===== config.mk =====
export PLATFORM = sky130hd
export DESIGN_NAME = parmu_unit
export DESIGN_NICKNAME = d
export VERILOG_FILES = /design/src/core/parmu_pkg.sv /design/src/core/parmu_unit.sv
export SDC_FILE = /design/constraint.sdc
export NUM_CORES = 2
export LEC_CHECK = 0
export BUFFER_PORTS_ARGS = -buffer_cell sky130_fd_sc_hd__clkbuf_2
export CAP_MARGIN = 0
export CORE_UTILIZATION = 25
export CTS_BUF_LIST = sky130_fd_sc_hd__clkbuf_16
export DETAILED_ROUTE_END_ITERATION = 7
export PLACE_DENSITY = 0.44
export SLEW_MARGIN = 20
export SYNTH_ARGS = -nofsm -noshare
export SYNTH_HDL_FRONTEND = slang
export SYNTH_SLANG_ARGS = --single-unit

===== constraint.sdc =====
create_clock -name clk -period 12.6 [get_ports clk]
set_clock_uncertainty 0.1 [all_clocks]
set_input_delay 0.63 -clock clk [delete_from_list [all_inputs] [get_ports clk]]
set_output_delay 0.63 -clock clk [all_outputs]
set_load 0.02 [all_outputs]

===== src/core/parmu_pkg.sv =====
// Operation
// - 16-bit virtual in, 22-bit physical out
// - eight 8KB pages, each relocated independently
// - virtual bits 15:13 pick the page
// - virtual bits 12:0 form in-page offset
// - base register gives page start address
// - descriptor gives access, length, expansion direction
// - page registers and status mapped in I/O page
// - top virtual page may reach I/O page
// - kernel, supervisor, user own separate page sets
// - kernel mode runs every instruction
// - user mode refuses halt and bus reset
// - supervisor restricted like user, own registers
// - writes allowed only where page permits
// - split I/D adds second set per mode
// - six spaces from mode and I/D choice
// - I/O page address raises dedicated indication
package parmu_pkg;
	localparam int VA_W = 16;
	localparam int PA_W = 22;
	localparam int PAGE_N = 8;
	localparam int OFS_W = 13;
	localparam int SPACE_N = 6;
	localparam int REG_N = SPACE_N * PAGE_N;
	// wishbone word offsets
	localparam logic [7:0] ADR_BASE0 = 8'h00;
	localparam logic [7:0] ADR_DESC0 = 8'h30;
	localparam logic [7:0] ADR_CTRL = 8'h60;
	localparam logic [7:0] ADR_FAULT = 8'h61;
	localparam logic [7:0] ADR_FVA = 8'h62;
	localparam logic [7:0] ADR_IRQST = 8'h63;
	localparam logic [7:0] ADR_IRQMSK = 8'h64;
	localparam logic [7:0] ADR_PRIV = 8'h65;
	localparam logic [15:0] RST_WORD = 16'h0000;
	localparam logic [PA_W-1:0] IOPAGE_START = 22'h3FE000;
	// descriptor fields
	localparam int D_ACC_LSB = 1;
	localparam int D_DIR_BIT = 3;
	localparam int D_LEN_LSB = 8;
	localparam logic [1:0] ACC_NONE = 2'h0;
	localparam logic [1:0] ACC_RO = 2'h1;
	localparam logic [1:0] ACC_RW = 2'h3;
	localparam logic [1:0] MODE_KERNEL = 2'h0;
	localparam logic [1:0] MODE_SUPER = 2'h1;
	localparam logic [1:0] MODE_USER = 2'h3;
	typedef struct packed {
		logic [VA_W-1:0] va;
		logic [1:0] mode;
		logic isInstr;
		logic write;
		logic valid;
		logic privOp;
	} parmu_req_t;
	typedef struct packed {
		logic [PA_W-1:0] pa;
		logic ioPage;
		logic abort;
		logic valid;
		logic privRefuse;
	} parmu_rsp_t;
endpackage : parmu_pkg


===== src/core/parmu_unit.sv =====
`timescale 1ns/10ps
`default_nettype none
module parmu_unit (
	input wire logic clk,
	input wire logic rst_b,
	input wire parmu_pkg::parmu_req_t req,
	output parmu_pkg::parmu_rsp_t rsp,
	input wire logic wb_cyc_i,
	input wire logic wb_stb_i,
	input wire logic wb_we_i,
	input wire logic [7:0] wb_adr_i,
	input wire logic [3:0] wb_sel_i,
	input wire logic [31:0] wb_dat_i,
	output logic [31:0] wb_dat_o,
	output logic wb_ack_o,
	output logic irq
);
	import parmu_pkg::*;

	////////////////////////////////////////////////////////////////////////
	logic [15:0] pageBase [REG_N];
	logic [15:0] pageDesc [REG_N];
	logic mmuEnable;
	logic splitId;
	logic [2:0] faultCode;
	logic [15:0] faultVa;
	logic [2:0] irqStatus;
	logic [2:0] irqMask;
	logic wbHit;
	logic wbWr;
	logic [2:0] spaceIdx;
	logic [5:0] regIdx;
	logic [5:0] busIdx;
	logic [15:0] selBase;
	logic [15:0] selDesc;
	logic [PA_W-1:0] physAddr;
	logic [6:0] blockNum;
	logic lenFault;
	logic accFault;
	logic refuseOp;
	logic [2:0] evt;

	assign wbHit = wb_cyc_i & wb_stb_i & ~wb_ack_o;
	assign wbWr = wbHit & wb_we_i & wb_sel_i[0] & wb_sel_i[1];

	////////////////////////////////////////////////////////////////////////
	// space = 0/2/4 for kernel/super/user, +1 for data; D side only when split is on
	always_comb begin
		unique case (req.mode)
			MODE_KERNEL: spaceIdx = 3'h0;
			MODE_SUPER: spaceIdx = 3'h2;
			default: spaceIdx = 3'h4;
		endcase
		if (splitId && !req.isInstr) begin
			spaceIdx = spaceIdx + 3'h1;
		end
	end
	assign regIdx = {spaceIdx, req.va[15:13]};
	assign selBase = pageBase[regIdx];
	assign selDesc = pageDesc[regIdx];
	assign blockNum = req.va[12:6];

	// base counts 64-byte blocks, offset added in full
	always_comb begin
		if (mmuEnable) begin
			physAddr = {selBase, 6'h00} + {9'h000, req.va[OFS_W-1:0]};
		end else begin
			physAddr = (req.va[15:13] == 3'h7) ? {6'h3F, req.va} : {6'h00, req.va};
		end
	end

	// expand-down pages start at length block, expand-up end there
	always_comb begin
		if (selDesc[D_DIR_BIT]) begin
			lenFault = blockNum < selDesc[D_LEN_LSB +: 7];
		end else begin
			lenFault = blockNum > selDesc[D_LEN_LSB +: 7];
		end
		unique case (selDesc[D_ACC_LSB +: 2])
			ACC_RW: accFault = 1'b0;
			ACC_RO: accFault = req.write;
			default: accFault = 1'b1;
		endcase
	end
	assign refuseOp = req.valid & req.privOp & (req.mode != MODE_KERNEL);
	assign evt = {refuseOp, req.valid & mmuEnable & accFault, req.valid & mmuEnable & lenFault};

	////////////////////////////////////////////////////////////////////////
	always_ff @(posedge clk or negedge rst_b) begin
		if (!rst_b) begin
			rsp <= '0;
		end else begin
			rsp.pa <= physAddr;
			rsp.valid <= req.valid & ~(evt[1] | evt[0]) & ~refuseOp;
			rsp.abort <= req.valid & (evt[1] | evt[0]);
			rsp.ioPage <= req.valid & (physAddr >= IOPAGE_START);
			rsp.privRefuse <= refuseOp;
		end
	end

	// last fault kept for software
	always_ff @(posedge clk or negedge rst_b) begin
		if (!rst_b) begin
			faultCode <= 3'h0;
			faultVa <= RST_WORD;
		end else if (req.valid && (evt != 3'h0)) begin
			faultCode <= evt;
			faultVa <= req.va;
		end
	end

	// write-one-to-clear; a new event wins over the clear
	always_ff @(posedge clk or negedge rst_b) begin
		if (!rst_b) begin
			irqStatus <= 3'h0;
		end else if (wbWr && wb_adr_i == ADR_IRQST) begin
			irqStatus <= (irqStatus & ~wb_dat_i[2:0]) | evt;
		end else begin
			irqStatus <= irqStatus | evt;
		end
	end
	assign irq = |(irqStatus & irqMask);

	////////////////////////////////////////////////////////////////////////
	assign busIdx = wb_adr_i[5:0];
	always_ff @(posedge clk) begin
		if (wbWr && wb_adr_i < ADR_DESC0) begin
			pageBase[busIdx] <= wb_dat_i[15:0];
		end
		if (wbWr && wb_adr_i >= ADR_DESC0 && wb_adr_i < ADR_CTRL) begin
			pageDesc[6'(wb_adr_i - ADR_DESC0)] <= wb_dat_i[15:0];
		end
	end

	always_ff @(posedge clk or negedge rst_b) begin
		if (!rst_b) begin
			mmuEnable <= 1'b0;
			splitId <= 1'b0;
			irqMask <= 3'h0;
		end else if (wbWr && wb_adr_i == ADR_CTRL) begin
			mmuEnable <= wb_dat_i[0];
			splitId <= wb_dat_i[1];
		end else if (wbWr && wb_adr_i == ADR_IRQMSK) begin
			irqMask <= wb_dat_i[2:0];
		end
	end

	always_ff @(posedge clk or negedge rst_b) begin
		if (!rst_b) begin
			wb_ack_o <= 1'b0;
			wb_dat_o <= 32'h0000_0000;
		end else begin
			wb_ack_o <= wbHit;
			wb_dat_o <= 32'h0000_0000;
			if (wb_adr_i < ADR_DESC0) begin
				wb_dat_o <= {16'h0000, pageBase[busIdx]};
			end else if (wb_adr_i < ADR_CTRL) begin
				wb_dat_o <= {16'h0000, pageDesc[6'(wb_adr_i - ADR_DESC0)]};
			end else if (wb_adr_i == ADR_CTRL) begin
				wb_dat_o <= {30'h0, splitId, mmuEnable};
			end else if (wb_adr_i == ADR_FAULT) begin
				wb_dat_o <= {29'h0, faultCode};
			end else if (wb_adr_i == ADR_FVA) begin
				wb_dat_o <= {16'h0000, faultVa};
			end else if (wb_adr_i == ADR_IRQST) begin
				wb_dat_o <= {29'h0, irqStatus};
			end else if (wb_adr_i == ADR_IRQMSK) begin
				wb_dat_o <= {29'h0, irqMask};
			end
		end
	end

	////////////////////////////////////////////////////////////////////////
	property p_refuse;
		@(posedge clk) disable iff (!rst_b) (req.valid && req.privOp && req.mode == MODE_USER) |=> rsp.privRefuse;
	endproperty
	a_refuse: assert property (p_refuse) else $error("user privileged op not refused");
	property p_kernel;
		@(posedge clk) disable iff (!rst_b) (req.mode == MODE_KERNEL) |=> !rsp.privRefuse;
	endproperty
	a_kernel: assert property (p_kernel) else $error("kernel op refused");
	property p_super;
		@(posedge clk) disable iff (!rst_b) (req.valid && req.privOp && req.mode == MODE_SUPER) |=> rsp.privRefuse;
	endproperty
	a_super: assert property (p_super) else $error("supervisor op not refused");
	property p_ro;
		@(posedge clk) disable iff (!rst_b)
			(req.valid && mmuEnable && req.write && selDesc[2:1] == ACC_RO) |=> rsp.abort && !rsp.valid;
	endproperty
	a_ro: assert property (p_ro) else $error("write to read-only page passed");
	property p_io;
		@(posedge clk) disable iff (!rst_b) rsp.ioPage |-> rsp.pa[21:13] == 9'h1FF;
	endproperty
	a_io: assert property (p_io) else $error("io flag outside io page");
	property p_sum;
		@(posedge clk) disable iff (!rst_b)
			(req.valid && mmuEnable) |=> rsp.pa == {$past(selBase), 6'h00} + {9'h000, $past(req.va[12:0])};
	endproperty
	a_sum: assert property (p_sum) else $error("bad relocation sum");
	property p_rec;
		@(posedge clk) disable iff (!rst_b) rsp.abort |-> faultCode != 3'h0 && irqStatus[1:0] != 2'h0;
	endproperty
	a_rec: assert property (p_rec) else $error("abort not recorded");
	property p_ack;
		@(posedge clk) disable iff (!rst_b) wb_ack_o |=> !wb_ack_o;
	endproperty
	a_ack: assert property (p_ack) else $error("ack held two cycles");

	////////////////////////////////////////////////////////////////////////
	// response checks look one cycle after the reference, when rsp stands
	property p_excl;
		@(posedge clk) disable iff (!rst_b)
			rsp.abort |-> !rsp.valid;
	endproperty
	a_excl: assert property (p_excl) else $error("aborted reference also passed");
	property p_refuse_blocks;
		@(posedge clk) disable iff (!rst_b)
			rsp.privRefuse |-> !rsp.valid;
	endproperty
	a_refuse_blocks: assert property (p_refuse_blocks) else $error("refused op also passed");
	property p_len_up;
		@(posedge clk) disable iff (!rst_b)
			(req.valid && mmuEnable && !selDesc[D_DIR_BIT] && req.va[12:6] > selDesc[D_LEN_LSB +: 7]) |=> rsp.abort;
	endproperty
	a_len_up: assert property (p_len_up) else $error("reference past page end not aborted");
	property p_len_down;
		@(posedge clk) disable iff (!rst_b)
			(req.valid && mmuEnable && selDesc[D_DIR_BIT] && req.va[12:6] < selDesc[D_LEN_LSB +: 7]) |=> rsp.abort;
	endproperty
	a_len_down: assert property (p_len_down) else $error("reference below page start not aborted");
	property p_no_access;
		@(posedge clk) disable iff (!rst_b)
			(req.valid && mmuEnable && selDesc[D_ACC_LSB +: 2] == ACC_NONE) |=> rsp.abort;
	endproperty
	a_no_access: assert property (p_no_access) else $error("reference to closed page not aborted");
	property p_rw_pass;
		@(posedge clk) disable iff (!rst_b)
			(req.valid && mmuEnable && !req.privOp && selDesc[D_ACC_LSB +: 2] == ACC_RW && !selDesc[D_DIR_BIT]
				&& selDesc[D_LEN_LSB +: 7] == 7'h7F) |=> rsp.valid;
	endproperty
	a_rw_pass: assert property (p_rw_pass) else $error("open full page refused a reference");
	property p_ro_read;
		@(posedge clk) disable iff (!rst_b)
			(req.valid && mmuEnable && !req.write && !req.privOp && selDesc[D_ACC_LSB +: 2] == ACC_RO
				&& !lenFault) |=> rsp.valid;
	endproperty
	a_ro_read: assert property (p_ro_read) else $error("read of read-only page refused");
	property p_off_pass;
		@(posedge clk) disable iff (!rst_b)
			(req.valid && !mmuEnable) |=> rsp.pa[15:0] == $past(req.va);
	endproperty
	a_off_pass: assert property (p_off_pass) else $error("unmapped address bits altered");
	property p_off_top;
		@(posedge clk) disable iff (!rst_b)
			(req.valid && !mmuEnable && req.va[15:13] == 3'h7) |=> rsp.pa[21:16] == 6'h3F && rsp.ioPage;
	endproperty
	a_off_top: assert property (p_off_top) else $error("top virtual page not sent to io page");
	property p_off_low;
		@(posedge clk) disable iff (!rst_b)
			(req.valid && !mmuEnable && req.va[15:13] != 3'h7) |=> rsp.pa[21:16] == 6'h00 && !rsp.ioPage;
	endproperty
	a_off_low: assert property (p_off_low) else $error("low virtual page not identity mapped");
	property p_off_ok;
		@(posedge clk) disable iff (!rst_b)
			(req.valid && !mmuEnable && !req.privOp) |=> rsp.valid;
	endproperty
	a_off_ok: assert property (p_off_ok) else $error("reference refused while unmapped");
	property p_io_hit;
		@(posedge clk) disable iff (!rst_b)
			(rsp.valid && rsp.pa >= IOPAGE_START) |-> rsp.ioPage;
	endproperty
	a_io_hit: assert property (p_io_hit) else $error("io page address without io flag");
	property p_idle;
		@(posedge clk) disable iff (!rst_b)
			!req.valid |=> !rsp.valid && !rsp.abort && !rsp.privRefuse;
	endproperty
	a_idle: assert property (p_idle) else $error("response without reference");
	property p_space_k;
		@(posedge clk) disable iff (!rst_b)
			req.mode == MODE_KERNEL |-> spaceIdx[2:1] == 2'h0;
	endproperty
	a_space_k: assert property (p_space_k) else $error("kernel picked foreign page set");
	property p_space_s;
		@(posedge clk) disable iff (!rst_b)
			req.mode == MODE_SUPER |-> spaceIdx[2:1] == 2'h1;
	endproperty
	a_space_s: assert property (p_space_s) else $error("supervisor picked foreign page set");
	property p_split;
		@(posedge clk) disable iff (!rst_b)
			(splitId && !req.isInstr) |-> spaceIdx[0];
	endproperty
	a_split: assert property (p_split) else $error("data reference used fetch set");
	property p_unsplit;
		@(posedge clk) disable iff (!rst_b)
			(!splitId || req.isInstr) |-> !spaceIdx[0];
	endproperty
	a_unsplit: assert property (p_unsplit) else $error("data set used without split");
	property p_fault_va;
		@(posedge clk) disable iff (!rst_b)
			rsp.abort |-> faultVa == $past(req.va);
	endproperty
	a_fault_va: assert property (p_fault_va) else $error("fault address not kept");
	property p_refuse_rec;
		@(posedge clk) disable iff (!rst_b)
			rsp.privRefuse |-> faultCode[2] && irqStatus[2];
	endproperty
	a_refuse_rec: assert property (p_refuse_rec) else $error("refusal not recorded");
	property p_sticky;
		@(posedge clk) disable iff (!rst_b)
			(evt != 3'h0) |=> (irqStatus & $past(evt)) == $past(evt);
	endproperty
	a_sticky: assert property (p_sticky) else $error("event lost its status bit");
	property p_w1c;
		@(posedge clk) disable iff (!rst_b)
			(wbWr && wb_adr_i == ADR_IRQST && evt == 3'h0) |=> (irqStatus & $past(wb_dat_i[2:0])) == 3'h0;
	endproperty
	a_w1c: assert property (p_w1c) else $error("status bit not cleared by one");
	property p_irq_hold;
		@(posedge clk) disable iff (!rst_b)
			(!wbWr && evt == 3'h0) |=> $stable(irqStatus);
	endproperty
	a_irq_hold: assert property (p_irq_hold) else $error("status changed without cause");
	property p_ack_rise;
		@(posedge clk) disable iff (!rst_b)
			wbHit |=> wb_ack_o;
	endproperty
	a_ack_rise: assert property (p_ack_rise) else $error("bus request not acknowledged");
	property p_ack_cause;
		@(posedge clk) disable iff (!rst_b)
			wb_ack_o |-> $past(wb_cyc_i) && $past(wb_stb_i);
	endproperty
	a_ack_cause: assert property (p_ack_cause) else $error("ack without request");
	property p_ctrl_wr;
		@(posedge clk) disable iff (!rst_b)
			(wbWr && wb_adr_i == ADR_CTRL) |=> mmuEnable == $past(wb_dat_i[0]) && splitId == $past(wb_dat_i[1]);
	endproperty
	a_ctrl_wr: assert property (p_ctrl_wr) else $error("control write not taken");
	property p_sel_refused;
		@(posedge clk) disable iff (!rst_b)
			(wbHit && wb_we_i && !(wb_sel_i[0] && wb_sel_i[1]))
				|=> $stable(mmuEnable) && $stable(splitId) && $stable(irqMask);
	endproperty
	a_sel_refused: assert property (p_sel_refused) else $error("partial write changed a register");
	property p_ctrl_rd;
		@(posedge clk) disable iff (!rst_b)
			(wbHit && !wb_we_i && wb_adr_i == ADR_CTRL) |=> wb_dat_o == {30'h0, $past(splitId), $past(mmuEnable)};
	endproperty
	a_ctrl_rd: assert property (p_ctrl_rd) else $error("control read wrong");
	property p_base_wr;
		@(posedge clk) disable iff (!rst_b)
			(wbWr && wb_adr_i < ADR_DESC0) |=> pageBase[$past(busIdx)] == $past(wb_dat_i[15:0]);
	endproperty
	a_base_wr: assert property (p_base_wr) else $error("base register write lost");
	c_abort: cover property (@(posedge clk) disable iff (!rst_b) rsp.abort);
	c_io: cover property (@(posedge clk) disable iff (!rst_b) rsp.ioPage);
	c_split: cover property (@(posedge clk) disable iff (!rst_b) splitId && req.valid && !req.isInstr);
	c_refuse: cover property (@(posedge clk) disable iff (!rst_b) rsp.privRefuse);
	c_w1c: cover property (@(posedge clk) disable iff (!rst_b) wbWr && wb_adr_i == ADR_IRQST);
endmodule : parmu_unit
`default_nettype wire


* After elaboration in Yosys (flattened, before gate mapping)
Memories as Yosys holds them, arrays and structs flattened.
Index checks and enable logic that the tools add are counted.
** Storage, ports and cells
- Register bits after elaboration :: 86
- RAM bits :: 1536
- Bits of input ports :: 71
- Output and inout bits :: 60
- Word-level logic and storage cells :: 89
- Memories kept :: 2
** Memory list
- pageBase :: depth 48, width 16, read ports 2, clocked after memory_dff 0, write ports 1, RTL line parmu_unit.sv:21 : logic [15:0] pageBase [REG_N];
- pageDesc :: depth 48, width 16, read ports 2, clocked after memory_dff 0, write ports 1, RTL line parmu_unit.sv:22 : logic [15:0] pageDesc [REG_N];
** Operators by class
- Add/subtract/negate cells :: 3
- Magnitude comparators :: 6
- Equality and inequality tests :: 9
- Mux-type cells :: 18
- Bitwise logic cells :: 24
- Reduce and logical (&&, ||, !) cells :: 14
** Operator list (number)
- two-way mux 16 bit :: 5
- two-way mux 22 bit :: 2
- equality test 8 x 7 -> 1 bit, second input constant :: 5
- adder 22 x 13 -> 22 bit :: 1
- greater-or-equal comparator 22 bit, second input constant :: 1
- bitwise AND 1 bit :: 14
- two-way mux 3 bit :: 4
- greater-or-equal comparator 8 x 6 -> 1 bit, second input constant :: 1
- logical AND 1 bit :: 8
- < comparator 8 x 6 -> 1 bit, second input constant :: 1
- < comparator 8 x 7 -> 1 bit, second input constant :: 1
- greater-than comparator 7 bit :: 1
- < comparator 7 bit :: 1
- bitwise AND 3 bit :: 2
- bitwise OR 3 bit :: 2
- one-hot mux 3 bit (2 select lines) :: 1
- subtractor 6 bit, second input constant :: 1
- two-way mux 1 bit :: 5
- equality test 2 x 1 -> 1 bit, second input constant :: 2
- NOT 1 bit :: 4
- adder 3 x 1 -> 3 bit, second input constant :: 1
- equality test 3 bit, second input constant :: 1
- NOT 3 bit :: 1
- nonzero test 3 bit :: 1
- 8 further kinds :: 8

* Depth between registers and ports, before layout
An unclocked memory read counts as a cell.
- Depth in word-level cells :: 12
- Depth in mapped cells :: 24
- Mapped depth without buffers :: 16

* Worst setup path after synthesis
No wires, ideal clock.
- Path type :: input port to flip-flop
- Start point :: input req[19] (netlist name)
- End point :: register rsp[3] (netlist name)
- Library setup time :: 0.121 ns
- Arrival time :: 5.368 ns
- Required time :: 12.379 ns
- Setup slack :: 7.011 ns
- Cell stages on the path :: 21
- Buffers on the path :: 8
- Path through :: buf_6 buf_12 buf_12 buf_8 buf_8 buf_6 buf_2 buf_2 mux4_2 mux4_2 mux2i_1 o21ai_0 ha_1 a21o_1 a21oi_1 o21ai_0 o41ai_1 nor3_1 xnor2_1 mux2_2 and4bb_1
** On the way
- Word-level cells in the longest chain between the ends :: 5
- Elaborated cells on any way between the ends :: 7
- Classes of those cells :: add/sub (1); order compare (1); eq/ne (1); mux (2); bitwise (1); memory (1)
** Ends and longest elaborated chain
- start: declaration :: RTL line parmu_unit.sv:6 : input wire parmu_pkg::parmu_req_t req,
- memory (48 x 16 bit)
- adder 22 x 13 -> 22 bit :: RTL line parmu_unit.sv:66 : physAddr = {selBase, 6'h00} + {9'h000, req.va[OFS_W-1:0]};
- two-way mux 22 bit :: RTL line parmu_unit.sv:65 : if (mmuEnable) begin
- via physAddr[15] :: RTL line parmu_unit.sv:36 : logic [PA_W-1:0] physAddr;
- greater-or-equal comparator 22 bit :: RTL line parmu_unit.sv:96 : rsp.ioPage <= req.valid & (physAddr >= IOPAGE_START);
- bitwise AND 1 bit :: RTL line parmu_unit.sv:96
- end: declaration :: RTL line parmu_unit.sv:7 : output parmu_pkg::parmu_rsp_t rsp,
The timed path passes the listed nets, and every way through them passes these cells.
A chain may end at the register's enable or synchronous reset.

* Final worst setup path
- Start point :: register splitId
- End point :: register faultVa[15]
** On the way
- Word-level cells in the longest chain between the ends :: 8
- Elaborated cells on any way between the ends :: 13
- Classes of those cells :: order compare (2); eq/ne (2); mux (3); bitwise (2); reduce/logical (3); memory (1)
** Ends and longest elaborated chain
- start: declaration :: RTL line parmu_unit.sv:24 : logic splitId;
- start signal: assignment :: RTL line parmu_unit.sv:142 : splitId <= wb_dat_i[1];
- logical AND 1 bit * :: RTL line parmu_unit.sv:54 : if (splitId && !req.isInstr) begin
- two-way mux 3 bit * :: RTL line parmu_unit.sv:54
- memory (48 x 16 bit) *
- greater-than comparator 7 bit (tied with other cells) :: RTL line parmu_unit.sv:77 : lenFault = blockNum > selDesc[D_LEN_LSB +: 7];
- two-way mux 1 bit / one-hot mux 1 bit (2 select lines) (equally long branches) :: RTL line parmu_unit.sv:74, parmu_unit.sv:79
- bitwise AND 1 bit :: RTL line parmu_unit.sv:86 : assign evt = {refuseOp, req.valid & mmuEnable & accFault, req.valid & mmuEnable & lenFault};
- nonzero test 3 bit * :: RTL line parmu_unit.sv:106 : end else if (req.valid && (evt != 3'h0)) begin
- logical AND 1 bit * :: RTL line parmu_unit.sv:106
- end signal: assignment :: RTL line parmu_unit.sv:108 : faultVa <= req.va;
- end: declaration :: RTL line parmu_unit.sv:26 : logic [15:0] faultVa;
Mark *: on every way between the ends. The rest lies on a longest branch, timed or not.

==> flow_metrics.py <==
metrics = {
    "clocking": {
        "clkSlewWorstSetupHoldPaths_ps": 60,
        "cts_inserted_buffers": 174,
        "cts.sinks": 1606,
        "cts.htree.levels": 4,
        "cts_tree": "done",
        "post-cts-setup-buffers": 0,
        "cts_max_path_buffers": 3,
        "clockRootBuffer": "clkbuf_16",
        "clk_latency_ps": 840,
    },
    "global_route": {
        "globalRouteOverflowTotal": 0,
        "grt_util_all_layers": 0.193,
        "grt_pass1_vias": 45600,
        "wire_length_of_the_first_global_routing_pass_um": 392000,
        "grt_antenna_before_repair": 18,
        "grt_max_degree": 107,
    },
    "timing": {
        "setup-tns-final_ps": 0,
        "period_share": 0.504,
        "slew-limit-headroom": 0.182,
        "timing.final.max_slew_violations": 0,
        "fmax_mhz": 157,
        "timing.final.hold_violations": 0,
        "layout_min_cycle_time_ps": 6350,
        "final-setup-viol-count": 0,
        "worst_slew_pin_slew_ps": 1220,
        "rsz0062_at_grt": "no",
    },
    "pwr": {
        "static_power_due_to_leakage_nw": 26.7,
        "seq_power_share": 0.487,
        "power_frac_comb": 0.089,
        "power_frac_clock": 0.424,
        "irDropWorstVdd_mv": 0.146,
        "power.internal_mw": 9.09,
        "powerDensity_nw_per_um2": 143,
        "p_sw_mw": 3.00,
        "netSwitchingFraction": 0.248,
    },
    "synthesis": {
        "synth-main-ff-cell": "edfxtp_1",
        "synthesis.yosys.warnings": 0,
        "synth_async_sr_flop_share": 0.0436,
        "post_synth.cell_area_avg_um2": 16.2,
        "seq_area_frac_synth": 0.659,
        "synth.ff_latch_count": 1606,
        "post_synth_instance_area_um2": 72700,
        "synth_enable_flop_cells": 1536,
        "yosysUniqueCellTypes": 81,
        "synth_cells": 4499,
    },
    "die": {
        "die_height_um": 541,
        "number_of_i_o_pins": 131,
        "fp.dieArea_um2": 293000,
        "start_util": 0.252,
        "std_cell_rows": 197,
        "die_width_um": 541,
        "fp.coreArea_um2": 289000,
    },
    "worst_hold_path": {
        "hold_path.class": "in -> reg",
    },
    "critical_path": {
        "worst_r2r_startpoint": "splitId$_DFFE_PN0P_",
        "worstSetupEndpoint": "faultVa[15]$_DFFE_PN0P_",
        "critPathMaxFanout": 22,
        "worst-r2r-setup-slack_ps": 6250,
        "timing.critical_path.from_type": "flip-flop",
        "setup_crit_start": "splitId$_DFFE_PN0P_",
        "worst_r2r_path_depth": 16,
        "crit_type": "reg -> reg",
        "critical_path.endpoint_type": "flip-flop",
        "critical_path_required_ps": 13220,
        "worst_r2r_dst": "faultVa[15]$_DFFE_PN0P_",
        "worst_ep_arrival_time_ps": 6970,
    },
    "finish": {
        "filler_cell_count": 28600,
        "finish.cell_count_without_fillers": 8625,
        "finalNetCount": 4679,
        "final_util": 0.292,
        "areaGrowthSynthToFinish_pct": 15.9,
        "final_layout_size_suffix_gt1_frac": 0.231,
    },
    "routing": {
        "drt.antenna.violating_nets": 0,
        "vias_per_cell": 5.35,
        "vias": 46100,
        "detail_route.drc_violations": 0,
        "drc_marker_count_from_the_first_detailed_route_iteration": 5712,
        "finalWirelength_um": 289000,
        "post_drt_wl_per_cell_um": 33.5,
        "drtPass1Iterations": 6,
    },
    "placement": {
        "globalplace.congestion": 0.817,
        "port_buffers": 96,
        "dpl.cell_count": 8279,
        "dp_hpwl_um": 167000,
    },
    "flow_run": {
        "maxCapViolCount": 0,
    },
    "run_status": {
        "outcome": "complete, no violations",
    },
}
-- per-layer routing --
layer  routed length, µm  up-vias  part of all wire  global-route usage
li1                    -    18600                 -                   -
met1              122000    24700              0.42               0.260
met2              133000     2370              0.46               0.307
met3               24500      462             0.085              0.0428
met4                9520        8             0.033              0.0632
met5                  46        -           0.00016                   0
-- worst min-delay path by stage --
stage | to | cells past startpoint | from | slack [ps]
after global placement | faultVa[13]$_DFFE_PN0P_ | 1 | faultVa[13]$_DFFE_PN0P_ | 380
after global routing | pageDesc[46][12]$_DFFE_PP_ | 1 | wb_dat_i[12] | 50
after CTS | pageDesc[35][12]$_DFFE_PP_ | 1 | wb_dat_i[12] | 20
final | pageDesc[47][5]$_DFFE_PP_ | 1 | wb_dat_i[5] | 60
after detailed placement | faultVa[14]$_DFFE_PN0P_ | 1 | faultVa[14]$_DFFE_PN0P_ | 380
after floorplan | faultCode[0]$_DFFE_PN0P_ | 0 | rst_b | 230
-- final cells by class --
class                   count  area [µm²]  area share
clock buffers             176        4400      0.0523
well taps                3880        4850      0.0576
diodes                     14        35.0    0.000416
flip-flops and latches   1606       47900       0.568
clock inverters           143        1230      0.0146
repair buffers            260        2020      0.0239
multi-input cells        2530       23800       0.282
inverters                  16        66.3    0.000787
-- cells in the mapped netlist, types with 10 or more instances --
cell type / n / area share
mux2_1: 10 / 0.0015
mux2i_1: 292 / 0.040
and3_1: 11 / 0.00095
nand2_1: 267 / 0.014
a31oi_1: 16 / 0.0014
a211oi_1: 33 / 0.0034
a22o_1: 24 / 0.0029
buf_1: 53 / 0.0027
inv_1: 16 / 0.00083
buf_4: 20 / 0.0021
dfrtp_1: 70 / 0.024
o21ai_0: 214 / 0.015
nand4_1: 26 / 0.0022
buf_2: 60 / 0.0041
nand3_1: 69 / 0.0048
o22ai_1: 14 / 0.0012
nor3_1: 19 / 0.0013
o221ai_1: 11 / 0.0013
a21oi_1: 217 / 0.015
a22oi_1: 160 / 0.017
clkbuf_1: 207 / 0.011
mux4_1: 10 / 0.0036
o211ai_1: 32 / 0.0033
nor2b_1: 20 / 0.0017
a221o_1: 46 / 0.0063
a221oi_1: 110 / 0.013
mux4_2: 382 / 0.12
edfxtp_1: 1536 / 0.63
ha_1: 19 / 0.0033
nor2_1: 270 / 0.014
o2111ai_1: 15 / 0.0018
mux2_2: 81 / 0.013
-- critical path: stages (launching register included) --
cell	delay [ps]
dfrtp_1	360
buf_4	200
nand2b_4	320
buf_4	640
buf_4	680
mux4_2	580
mux2i_1	420
nor2_1	80
a21oi_1	360
ha_1	310
and4_1	220
o21a_1	120
o31ai_1	210
o31a_1	230
nand2b_1	150
nor2_2	770
mux2_2	410
-- metrics by stage --
step | hold slack [ps] | area [µm²] | setup WS [ps] | total power, mW
6_report | 62.3 | 84200 | 6250 | 12.1
5_1_grt | 45.1 | 84200 | 5990 | 12.4
3_5_place_dp | 384 | 78400 | 5640 | 7.06
3_3_place_gp | 377 | 78300 | 5600 | 7.06
4_1_cts | 17.2 | 84100 | 6210 | 12.1
2_1_floorplan | 234 | 72700 | 7010 | 6.56
-- flip-flops by register name, indices dropped and copies added (netlist names), 3 cells and up --
name       cells
wb_dat_o      16
pageDesc     768
faultCode      3
faultVa       16
rsp           26
irqMask        3
pageBase     768
irqStatus      3
-- power by group through the flow --
| stage | combinational (mW) | sequential (mW) | clock [mW] |
|---|---|---|---|
| 3_5_place_dp | 1.06 | 6.00 | 0 |
| 3_3_place_gp | 1.06 | 6.00 | 0 |
| 4_1_cts | 1.06 | 5.89 | 5.20 |
| 6_report | 1.07 | 5.89 | 5.13 |
| 2_1_floorplan | 0.538 | 6.02 | 0 |
| 5_1_grt | 1.12 | 5.89 | 5.37 |
-- what timing repair did --
action | CTS | global route
endpoints found under the hold margin | 100 | 0
gates resized for setup | 0 | 0
hold buffers | 10 | 0
-- cells by family after synthesis --
group / Yosys count / share of synthesized area
flops: 1606 / 0.659
compound gates: 974 / 0.0907
mux: 775 / 0.176
simple gates: 737 / 0.0445
buf+inv: 378 / 0.0250
fa+ha+maj: 20 / 0.00355
xor+xnor: 8 / 0.000964
other cells: 1 / 0.0000516
-- layout by cell type (no fill, tap or decap), types with 32 or more instances in the layout --
cell	count
a21oi_1	217
a221o_1	46
a221oi_1	110
a22oi_1	160
buf_4	158
clkbuf_16	176
clkbuf_2	71
clkinv_1	51
dfrtp_1	70
edfxtp_1	1536
inv_1	41
mux2_2	81
mux2i_1	292
mux4_2	382
nand2_1	267
nand3_1	69
nor2_1	170
nor2_4	71
o211ai_1	32
o21ai_0	213
Note: power is estimated with default switching activity, not from simulation.
